<file path="config.mk">
export PLATFORM = sky130hd
export DESIGN_NAME = fsp_poller
export DESIGN_NICKNAME = d
export VERILOG_FILES = /design/src/verilog/fsp_pkg.sv /design/src/verilog/fsp_cycle.sv /design/src/verilog/fsp_poller.sv
export SDC_FILE = /design/constraint.sdc
export NUM_CORES = 1
export LEC_CHECK = 0
export BUFFER_PORTS_ARGS = -buffer_cell sky130_fd_sc_hd__buf_2
export CORE_MARGIN = 4
export CORE_UTILIZATION = 55
export DETAILED_ROUTE_END_ITERATION = 10
export MAX_ROUTING_LAYER = met4
export PLACE_DENSITY = 0.79
export SYNTH_ARGS = -nofsm -noshare
export SYNTH_HDL_FRONTEND = slang
export SYNTH_SLANG_ARGS = --single-unit
</file>
<file path="constraint.sdc">
create_clock -name REF_CLK -period 5.9 [get_ports REF_CLK]
set_clock_uncertainty 0.1 [all_clocks]
set_input_delay 1.18 -clock REF_CLK [delete_from_list [all_inputs] [get_ports REF_CLK]]
set_output_delay 1.18 -clock REF_CLK [all_outputs]
set_load 0.02 [all_outputs]
</file>
<file path="src/verilog/fsp_pkg.sv">
// package for the flash status poller: pins, timing, command codes
package fsp_pkg;
  localparam int unsigned CLK_HZ = 25000000;
  localparam int unsigned ADDR_W = 17;
  localparam int unsigned DATA_W = 8;
  // status bit positions on the data bus
  localparam int unsigned POLL_BIT_POS = 7;
  localparam int unsigned DEV_TOGGLE_POS = 6;
  localparam int unsigned TIMING_FAIL_POS = 5;
  localparam int unsigned ERASE_WIN_POS = 3;
  localparam int unsigned SEC_TOGGLE_POS = 2;
  // bus cycle timing: strobe low time and gap, in ns
  localparam int unsigned STROBE_NS = 120;
  localparam int unsigned GAP_NS = 80;
  localparam int unsigned STROBE_CYC = (STROBE_NS * (CLK_HZ / 1000000) + 999) / 1000;
  localparam int unsigned GAP_CYC = (GAP_NS * (CLK_HZ / 1000000) + 999) / 1000;
  // host guarantee on spacing of extra sector-erase commands
  localparam int unsigned ERASE_GAP_US = 50;
  localparam int unsigned ERASE_GAP_CYC = ERASE_GAP_US * (CLK_HZ / 1000000);
  localparam logic [7:0] RESET_CMD = 8'hF0;
  localparam logic [ADDR_W-1:0] RESET_ADDR = 17'h00000;
  localparam logic [3:0] CNT_RST = 4'h0;

  // outcome of one poll job
  typedef enum logic [2:0] {
    RES_NONE = 3'h0,
    RES_DONE = 3'h1,
    RES_FAIL = 3'h2,
    RES_SUSP = 3'h3
  } fsp_result_t;

  // flash pin group
  typedef struct packed {
    logic ce_n;
    logic oe_n;
    logic we_n;
    logic [ADDR_W-1:0] addr;
  } fsp_pins_t;

  // status snapshot taken from one read
  typedef struct packed {
    logic poll_status_bit;
    logic device_toggle_bit;
    logic timing_failure_flag;
    logic erase_window_bit;
    logic sector_toggle_bit;
  } fsp_stat_t;
endpackage

</file>
<file path="src/verilog/fsp_cycle.sv">
// one framed flash bus cycle, read or write
module fsp_cycle
  import fsp_pkg::*;
(
  input wire logic clk,
  input wire logic rst,
  input wire logic start,
  input wire logic is_write,
  input wire logic [ADDR_W-1:0] addr,
  input wire logic [DATA_W-1:0] wdata,
  input wire logic [DATA_W-1:0] dq_sync,
  output logic busy,
  output logic done,
  output logic [DATA_W-1:0] rdata,
  output fsp_pins_t pins,
  output logic [DATA_W-1:0] dq_out,
  output logic dq_oe_n
);
  typedef enum logic [2:0] {
    C_IDLE = 3'b001,
    C_STRB = 3'b010,
    C_GAP = 3'b100
  } fsp_cyc_t;
  fsp_cyc_t st_q;
  logic [3:0] cnt_q;
  logic wr_q;

  // sequence strobe then recovery gap; sample data two cycles late via sync
  always_ff @(posedge clk) begin
    done <= 1'b0;
    if (rst) begin
      st_q <= C_IDLE;
      cnt_q <= CNT_RST;
      wr_q <= 1'b0;
      pins <= '{ce_n: 1'b1, oe_n: 1'b1, we_n: 1'b1, addr: '0};
      dq_out <= '0;
      dq_oe_n <= 1'b1;
      rdata <= '0;
    end else begin
      case (st_q)
        C_IDLE: begin
          if (start) begin
            wr_q <= is_write;
            pins <= '{ce_n: 1'b0, oe_n: is_write, we_n: !is_write, addr: addr};
            dq_out <= wdata;
            dq_oe_n <= !is_write;
            cnt_q <= 4'(STROBE_CYC + 2);
            st_q <= C_STRB;
          end
        end
        C_STRB: begin
          if (cnt_q == 4'h0) begin
            if (!wr_q)
              rdata <= dq_sync; // synchroniser delay covered by +2
            pins.ce_n <= 1'b1;
            pins.oe_n <= 1'b1;
            pins.we_n <= 1'b1; // read/write completes on strobe rise
            cnt_q <= 4'(GAP_CYC);
            st_q <= C_GAP;
          end else begin
            cnt_q <= cnt_q - 4'h1;
          end
        end
        C_GAP: begin
          dq_oe_n <= 1'b1;
          if (cnt_q == 4'h0) begin
            done <= 1'b1;
            st_q <= C_IDLE;
          end else begin
            cnt_q <= cnt_q - 4'h1;
          end
        end
        default: st_q <= C_IDLE;
      endcase
    end
  end
  assign busy = (st_q != C_IDLE);
endmodule

</file>
<file path="src/verilog/fsp_poller.sv">
// host-side controller polling flash program/erase status over its pins
// Functional notes
// - host double-reads and compares toggle
// - toggling with failure flag: recheck, else reset
// - resumed polling restarts from double read
// - host writes reset after any failure
// - fast hosts may skip window monitoring
// - check window before and after extra erase; code only samples it on RD2 reads with WIN_CHECK high
// - host presents valid address for status
// - valid address depends on operation
// - recheck toggle bit after failure flag
module fsp_poller
  import fsp_pkg::*;
(
  input wire logic REF_CLK,
  input wire logic RESET,
  // user orders
  input wire logic START,
  input wire logic ABORT,
  input wire logic [ADDR_W-1:0] POLL_ADDR,
  input wire logic IS_PROGRAM,
  input wire logic [DATA_W-1:0] PROG_DATA,
  input wire logic WIN_CHECK,
  // user results
  output logic BUSY,
  output logic DONE,
  output fsp_result_t RESULT,
  output logic WIN_LATE,
  output fsp_stat_t LAST_STAT,
  // flash pins
  output logic CE_N,
  output logic OE_N,
  output logic WE_N,
  output logic [ADDR_W-1:0] ADDR,
  input wire logic [DATA_W-1:0] DQ_IN,
  output logic [DATA_W-1:0] DQ_OUT,
  output logic DQ_OE_N
);
  typedef enum logic [6:0] {
    S_IDLE = 7'b0000001,
    S_RD1 = 7'b0000010,
    S_RD2 = 7'b0000100,
    S_RD3 = 7'b0001000,
    S_RD4 = 7'b0010000,
    S_RST = 7'b0100000,
    S_FIN = 7'b1000000
  } fsp_state_t;

  fsp_state_t st_q;
  logic [DATA_W-1:0] dq_m_q, dq_s_q;
  logic cyc_start, cyc_write, cyc_busy, cyc_done;
  logic [DATA_W-1:0] cyc_rdata, first_q, cyc_dq, cyc_wdata;
  logic cyc_oe_n;
  fsp_pins_t cyc_pins;
  logic prog_q;
  logic [DATA_W-1:0] pdata_q;
  logic [ADDR_W-1:0] addr_q;
  logic launched_q;

  function automatic fsp_stat_t to_stat(input logic [DATA_W-1:0] d);
    to_stat = '{poll_status_bit: d[POLL_BIT_POS], device_toggle_bit: d[DEV_TOGGLE_POS],
                timing_failure_flag: d[TIMING_FAIL_POS], erase_window_bit: d[ERASE_WIN_POS],
                sector_toggle_bit: d[SEC_TOGGLE_POS]};
  endfunction

  // polling-bit completion: program expects true data bit, erase expects 1
  function automatic logic poll_done(input logic [DATA_W-1:0] d, input logic prog,
                                     input logic [DATA_W-1:0] want);
    poll_done = prog ? (d[POLL_BIT_POS] == want[POLL_BIT_POS]) : d[POLL_BIT_POS];
  endfunction

  // data pins come from another domain: two flops before use
  always_ff @(posedge REF_CLK) begin
    if (RESET) begin
      dq_m_q <= '0;
      dq_s_q <= '0;
    end else begin
      dq_m_q <= DQ_IN;
      dq_s_q <= dq_m_q;
    end
  end

  fsp_cycle u_cycle (
    .clk(REF_CLK),
    .rst(RESET),
    .start(cyc_start),
    .is_write(cyc_write),
    .addr(cyc_write ? RESET_ADDR : addr_q),
    .wdata(cyc_wdata),
    .dq_sync(dq_s_q),
    .busy(cyc_busy),
    .done(cyc_done),
    .rdata(cyc_rdata),
    .pins(cyc_pins),
    .dq_out(cyc_dq),
    .dq_oe_n(cyc_oe_n)
  );

  // launch a bus cycle on entering each state other than idle and finish, and again after each RD2 read that slides; reset state writes, others read
  assign cyc_write = (st_q == S_RST);
  assign cyc_wdata = RESET_CMD;
  assign cyc_start = !launched_q && !cyc_busy && (st_q != S_IDLE) && (st_q != S_FIN);

  // pins registered again so every output is a flop
  always_ff @(posedge REF_CLK) begin
    if (RESET) begin
      CE_N <= 1'b1;
      OE_N <= 1'b1;
      WE_N <= 1'b1;
      ADDR <= '0;
      DQ_OUT <= '0;
      DQ_OE_N <= 1'b1;
    end else begin
      CE_N <= cyc_pins.ce_n;
      OE_N <= cyc_pins.oe_n;
      WE_N <= cyc_pins.we_n;
      ADDR <= cyc_pins.addr;
      DQ_OUT <= cyc_dq;
      DQ_OE_N <= cyc_oe_n;
    end
  end

  // toggle-polling sequencer
  always_ff @(posedge REF_CLK) begin
    DONE <= 1'b0;
    if (RESET) begin
      st_q <= S_IDLE;
      launched_q <= 1'b0;
      first_q <= '0;
      prog_q <= 1'b0;
      pdata_q <= '0;
      addr_q <= '0;
      BUSY <= 1'b0;
      RESULT <= RES_NONE;
      WIN_LATE <= 1'b0;
      LAST_STAT <= '0;
    end else begin
      if (cyc_start)
        launched_q <= 1'b1;
      case (st_q)
        S_IDLE: begin
          if (START) begin
            addr_q <= POLL_ADDR; // caller supplies valid status address
            prog_q <= IS_PROGRAM;
            pdata_q <= PROG_DATA;
            BUSY <= 1'b1;
            WIN_LATE <= 1'b0;
            launched_q <= 1'b0;
            st_q <= S_RD1; // every job starts with a fresh double read
          end
        end
        S_RD1: begin
          if (cyc_done) begin
            first_q <= cyc_rdata;
            LAST_STAT <= to_stat(cyc_rdata);
            launched_q <= 1'b0;
            st_q <= S_RD2;
          end
        end
        S_RD2: begin
          if (cyc_done) begin
            LAST_STAT <= to_stat(cyc_rdata);
            launched_q <= 1'b0;
            // fast hosts leave WIN_CHECK low and skip the window
            if (WIN_CHECK && cyc_rdata[ERASE_WIN_POS])
              WIN_LATE <= 1'b1; // extra erase may have been refused
            if (cyc_rdata[DEV_TOGGLE_POS] == first_q[DEV_TOGGLE_POS]) begin
              RESULT <= poll_done(cyc_rdata, prog_q, pdata_q) ? RES_DONE : RES_SUSP;
              st_q <= S_FIN;
            end else if (ABORT) begin
              RESULT <= RES_NONE; // caller left; next START restarts
              st_q <= S_FIN;
            end else if (cyc_rdata[TIMING_FAIL_POS]) begin
              first_q <= cyc_rdata;
              st_q <= S_RD3; // recheck toggle after failure flag
            end else begin
              first_q <= cyc_rdata; // slide: next read is compared with this one
            end
          end
        end
        S_RD3: begin
          if (cyc_done) begin
            first_q <= cyc_rdata;
            launched_q <= 1'b0;
            st_q <= S_RD4;
          end
        end
        S_RD4: begin
          if (cyc_done) begin
            LAST_STAT <= to_stat(cyc_rdata);
            launched_q <= 1'b0;
            if (cyc_rdata[DEV_TOGGLE_POS] == first_q[DEV_TOGGLE_POS]) begin
              RESULT <= RES_DONE; // stopped just as flag rose
              st_q <= S_FIN;
            end else begin
              RESULT <= RES_FAIL;
              st_q <= S_RST; // reset command after failure
            end
          end
        end
        S_RST: begin
          if (cyc_done) begin
            launched_q <= 1'b0;
            st_q <= S_FIN;
          end
        end
        S_FIN: begin
          BUSY <= 1'b0;
          DONE <= 1'b1;
          st_q <= S_IDLE;
        end
        default: st_q <= S_IDLE;
      endcase
    end
  end

  // failure result always followed by the reset write
  a_fail_resets: assert property (@(posedge REF_CLK) disable iff (RESET)
    (st_q == S_RD4 && cyc_done && cyc_rdata[DEV_TOGGLE_POS] != first_q[DEV_TOGGLE_POS])
    |=> (st_q == S_RST && RESULT == RES_FAIL))
    else $error("failure not followed by reset write");
  // only the reset command state may strobe a write
  a_write_in_rst: assert property (@(posedge REF_CLK) disable iff (RESET)
    (!WE_N) |-> (st_q == S_RST))
    else $error("write strobe outside reset command state");
  // status address held steady through a read strobe
  a_addr_steady: assert property (@(posedge REF_CLK) disable iff (RESET)
    (!OE_N && $past(!OE_N)) |-> $stable(ADDR))
    else $error("address moved during read strobe");
  // reset write drives the reset command with data enabled
  a_reset_data: assert property (@(posedge REF_CLK) disable iff (RESET)
    (!WE_N) |-> (DQ_OUT == RESET_CMD && !DQ_OE_N))
    else $error("write strobe without reset command on data");
  // done pulse lasts one cycle and clears busy
  a_done_pulse: assert property (@(posedge REF_CLK) disable iff (RESET)
    DONE |-> (!BUSY ##1 !DONE))
    else $error("done pulse malformed");
  // reads never overlap writes on the pins
  a_no_contention: assert property (@(posedge REF_CLK) disable iff (RESET)
    (!OE_N) |-> (DQ_OE_N && WE_N))
    else $error("read strobe while driving data");
endmodule

</file>
==> results.sh <==
export IMPL_rsz0062_at_grt="false"
export IMPL_clkPwrFrac_pct=33.9
export IMPL_final_cell_mix="dfxtp_1 (106), buf_2 (63), nand2_1 (52)"
export IMPL_io_buffers=63
export IMPL_initial_core_util_pct=57.91
export IMPL_status="finished clean"
export IMPL_rows=30
export IMPL_grt_overflow=0
export IMPL_place_area_um2=4324
export IMPL_hpwl_um=5316
export IMPL_pwr_share_seq_pct=52.5
export IMPL_yosys_area_share_simple_pct=24.49
export IMPL_maxSlewHeadroom_pct=32.09
export IMPL_synth_top_family_by_area="simple AND/OR/NAND/NOR gates"
export IMPL_hold_class="flop to flop"
export IMPL_synth_cell_type_count=51
export IMPL_critPathKind="flop to flop"
export IMPL_fmax_mhz=385.1
export IMPL_synthMuxAreaShare_pct=3.734
export IMPL_end_kind="flop"
export IMPL_tightest_slew_ns=1.015
export IMPL_power_density_nw_per_um2=326.0
export IMPL_grt_pass1_vias=2866
export IMPL_cts_resized=0
export IMPL_fin_area_um2=4558
export IMPL_antenna_found_initial=0
export IMPL_async_flop_share_pct=0
export IMPL_p_leak_nw=2.089
export IMPL_p_sw_mw=0.4035
export IMPL_ys_seq_area_share_pct=52.77
export IMPL_yosysTopAreaCell="dfxtp_1"
export IMPL_period_share_pct=44.01
export IMPL_drt_iter0_markers=203
export IMPL_area_growth_pct=13.35
export IMPL_power_total_mw=1.486
export IMPL_drv_slew=0
export IMPL_boundaryPins=79
export IMPL_switching_share_pct=27.15
export IMPL_netlist_area_um2=4021
export IMPL_grt_pass1_wl_um=12990
export IMPL_core_region_area_um2=6944
export IMPL_final_common_cell="dfxtp_1"
export IMPL_synth_edf_count=0
export IMPL_ant_nets=0
export IMPL_drc_errors=0
export IMPL_synth_area_leaders="dfxtp_1 (53%), nand2_1 (4.9%), nor2b_1 (4.7%)"
export IMPL_maxCapViolations=0
export IMPL_intPower_mw=1.083
export IMPL_fin_nets=522
export IMPL_routed_wl_um=8004
export IMPL_synth_compound_area_share_pct=12.10
export IMPL_setup_viol=0
export IMPL_tns_ns=0
export IMPL_viasPerCell=5.259
export IMPL_grt_max_degree=49
export IMPL_ys_flop_type="dfxtp_1"
export IMPL_p_comb_share_pct=13.6
export IMPL_die_area_um2=8743
export IMPL_fp_dieH_um=93.51
export IMPL_synth_fa_ha_area_share_pct=0.6223
export IMPL_worstPathArrival_ns=2.73
export IMPL_cts_root_buffer="clkbuf_8"
export IMPL_clock_sinks=106
export IMPL_grt_usage_pct=18.94
export IMPL_layout_drive_gt1_share_pct=19.55
export IMPL_crit_fanout=23
export IMPL_cts_tree="built"
export IMPL_ctsHtreeMaxLevel=3
export IMPL_synthCells=435
export IMPL_clkLatencyLatePin_ns=0.36
export IMPL_required_ns=6.03
export IMPL_diodes=0
export IMPL_die_x_um=93.51
export IMPL_post_route_util_pct=65.64
export IMPL_hold_viol=0
export IMPL_synth_top_area_share_pct=52.77
export IMPL_ir_drop_mv=0.2395
export IMPL_vias=3061
export IMPL_avgSynthCellArea_um2=9.244
export IMPL_clk_path_buf_depth=2
export IMPL_wl_per_cell_um=13.75
export IMPL_gp_congestion=0.9029
export IMPL_nFillCells=596
export IMPL_postCtsSetupRepairBufs=0
export IMPL_firstDrtPassIters=4
export IMPL_cts_hold_buf=0
export IMPL_ys_seq_elements=106
export IMPL_synth_warning_count=0
export IMPL_period_needed_ns=2.596
export IMPL_start_kind="flop"
export IMPL_yosys_area_share_xor_xnor_pct=1.307
export IMPL_cts_clk_slew_worst_paths_ns=0.10
export IMPL_numCtsBuffers=9
==> state kept, by name (all words and copies together) (netlist names), 3 cells and up <==
name           count
LAST_STAT          5
u_cycle.cnt_q      4
ADDR              17
st_q               7
dq_s_q             5
u_cycle.pins      20
u_cycle.rdata      5
dq_m_q             5
addr_q            17
u_cycle.st_q       3
==> metrics by stage <==
step / hold WS, ns / instances / worst slack (ns)
2_1_floorplan: 0.3138 / 439 / 3.601
3_3_place_gp: 0.3156 / 566 / 3.022
3_5_place_dp: 0.3274 / 566 / 2.987
4_1_cts: 0.3501 / 582 / 3.248
5_1_grt: 0.3563 / 582 / 2.947
6_report: 0.3495 / 582 / 3.304
==> cell type report <==
| type | instances | area, um2 | share of cell area [%] |
|---|---|---|---|
| multi-input combinational | 290 | 1718 | 37.69 |
| inverter | 9 | 33.78 | 0.7411 |
| timing repair buffer | 65 | 330.3 | 7.247 |
| tap | 96 | 120.1 | 2.635 |
| clock buffer | 10 | 137.6 | 3.019 |
| clock inverter | 6 | 96.34 | 2.114 |
| sequential | 106 | 2122 | 46.56 |
==> synth_stat cells, types with 3 or more instances <==
| cell type | count |
|---|---|
| nand2b_1 | 5 |
| inv_1 | 9 |
| o21ai_0 | 8 |
| buf_2 | 4 |
| dfxtp_1 | 106 |
| nand3_1 | 7 |
| or2_2 | 4 |
| mux2i_1 | 15 |
| nor3b_1 | 6 |
| nor4_1 | 4 |
| nor2b_1 | 30 |
| nand2_1 | 52 |
| nor2_1 | 33 |
| and3_1 | 18 |
| clkbuf_1 | 20 |
| nor3_1 | 10 |
| a31oi_1 | 3 |
| xnor2_1 | 4 |
| a21o_1 | 18 |
| buf_4 | 8 |
| a21oi_1 | 30 |
==> logic make-up after synthesis <==
logic type      count (synthesis)
compound gates                 74
buf+inv                        43
other cells                     1
flops                         106
simple gates                  188
fa+ha+maj                       2
mux                            15
xor+xnor                        6
==> layer usage <==
layer  share of wire [%]  GRT usage [%]  wire (um)
met4                 1.3          7.448        106
met5                   0              -          0
met3                 5.2          4.344        417
met1                  44          22.19       3527
met2                  49          31.57       3952
==> final timing paths <==
check / start / end / slack, ns / depth (start not counted)
worst max-delay path: u_cycle.st_q[0]$_SDFFE_PP1P_ / u_cycle.pins[17]$_SDFFE_PP1P_ / 3.30 / 4
worst max register to register: u_cycle.st_q[0]$_SDFFE_PP1P_ / u_cycle.pins[17]$_SDFFE_PP1P_ / 3.30 / 4
worst min-delay path: dq_m_q[2]$_SDFF_PP0_ / dq_s_q[2]$_SDFF_PP0_ / 0.35 / 1
worst min register to register: dq_m_q[2]$_SDFF_PP0_ / dq_s_q[2]$_SDFF_PP0_ / 0.35 / 1
==> critical path, stage by stage (launching register included) <==
cell and delay (ns):
dfxtp_1 0.57, nor4b_1 0.46, nand3_1 0.81, nor2_1 0.40
o21ai_0 0.13
==> power groups by stage <==
stage               clock network [mW]  logic [mW]  registers [mW]
finish                           0.504       0.202           0.779
global route                     0.541       0.223           0.785
CTS                              0.514       0.203           0.779
detailed placement                   0       0.202           0.795
global placement                     0       0.197           0.794
floorplan                            0       0.153           0.793
Power figures use the tool's default switching activity.
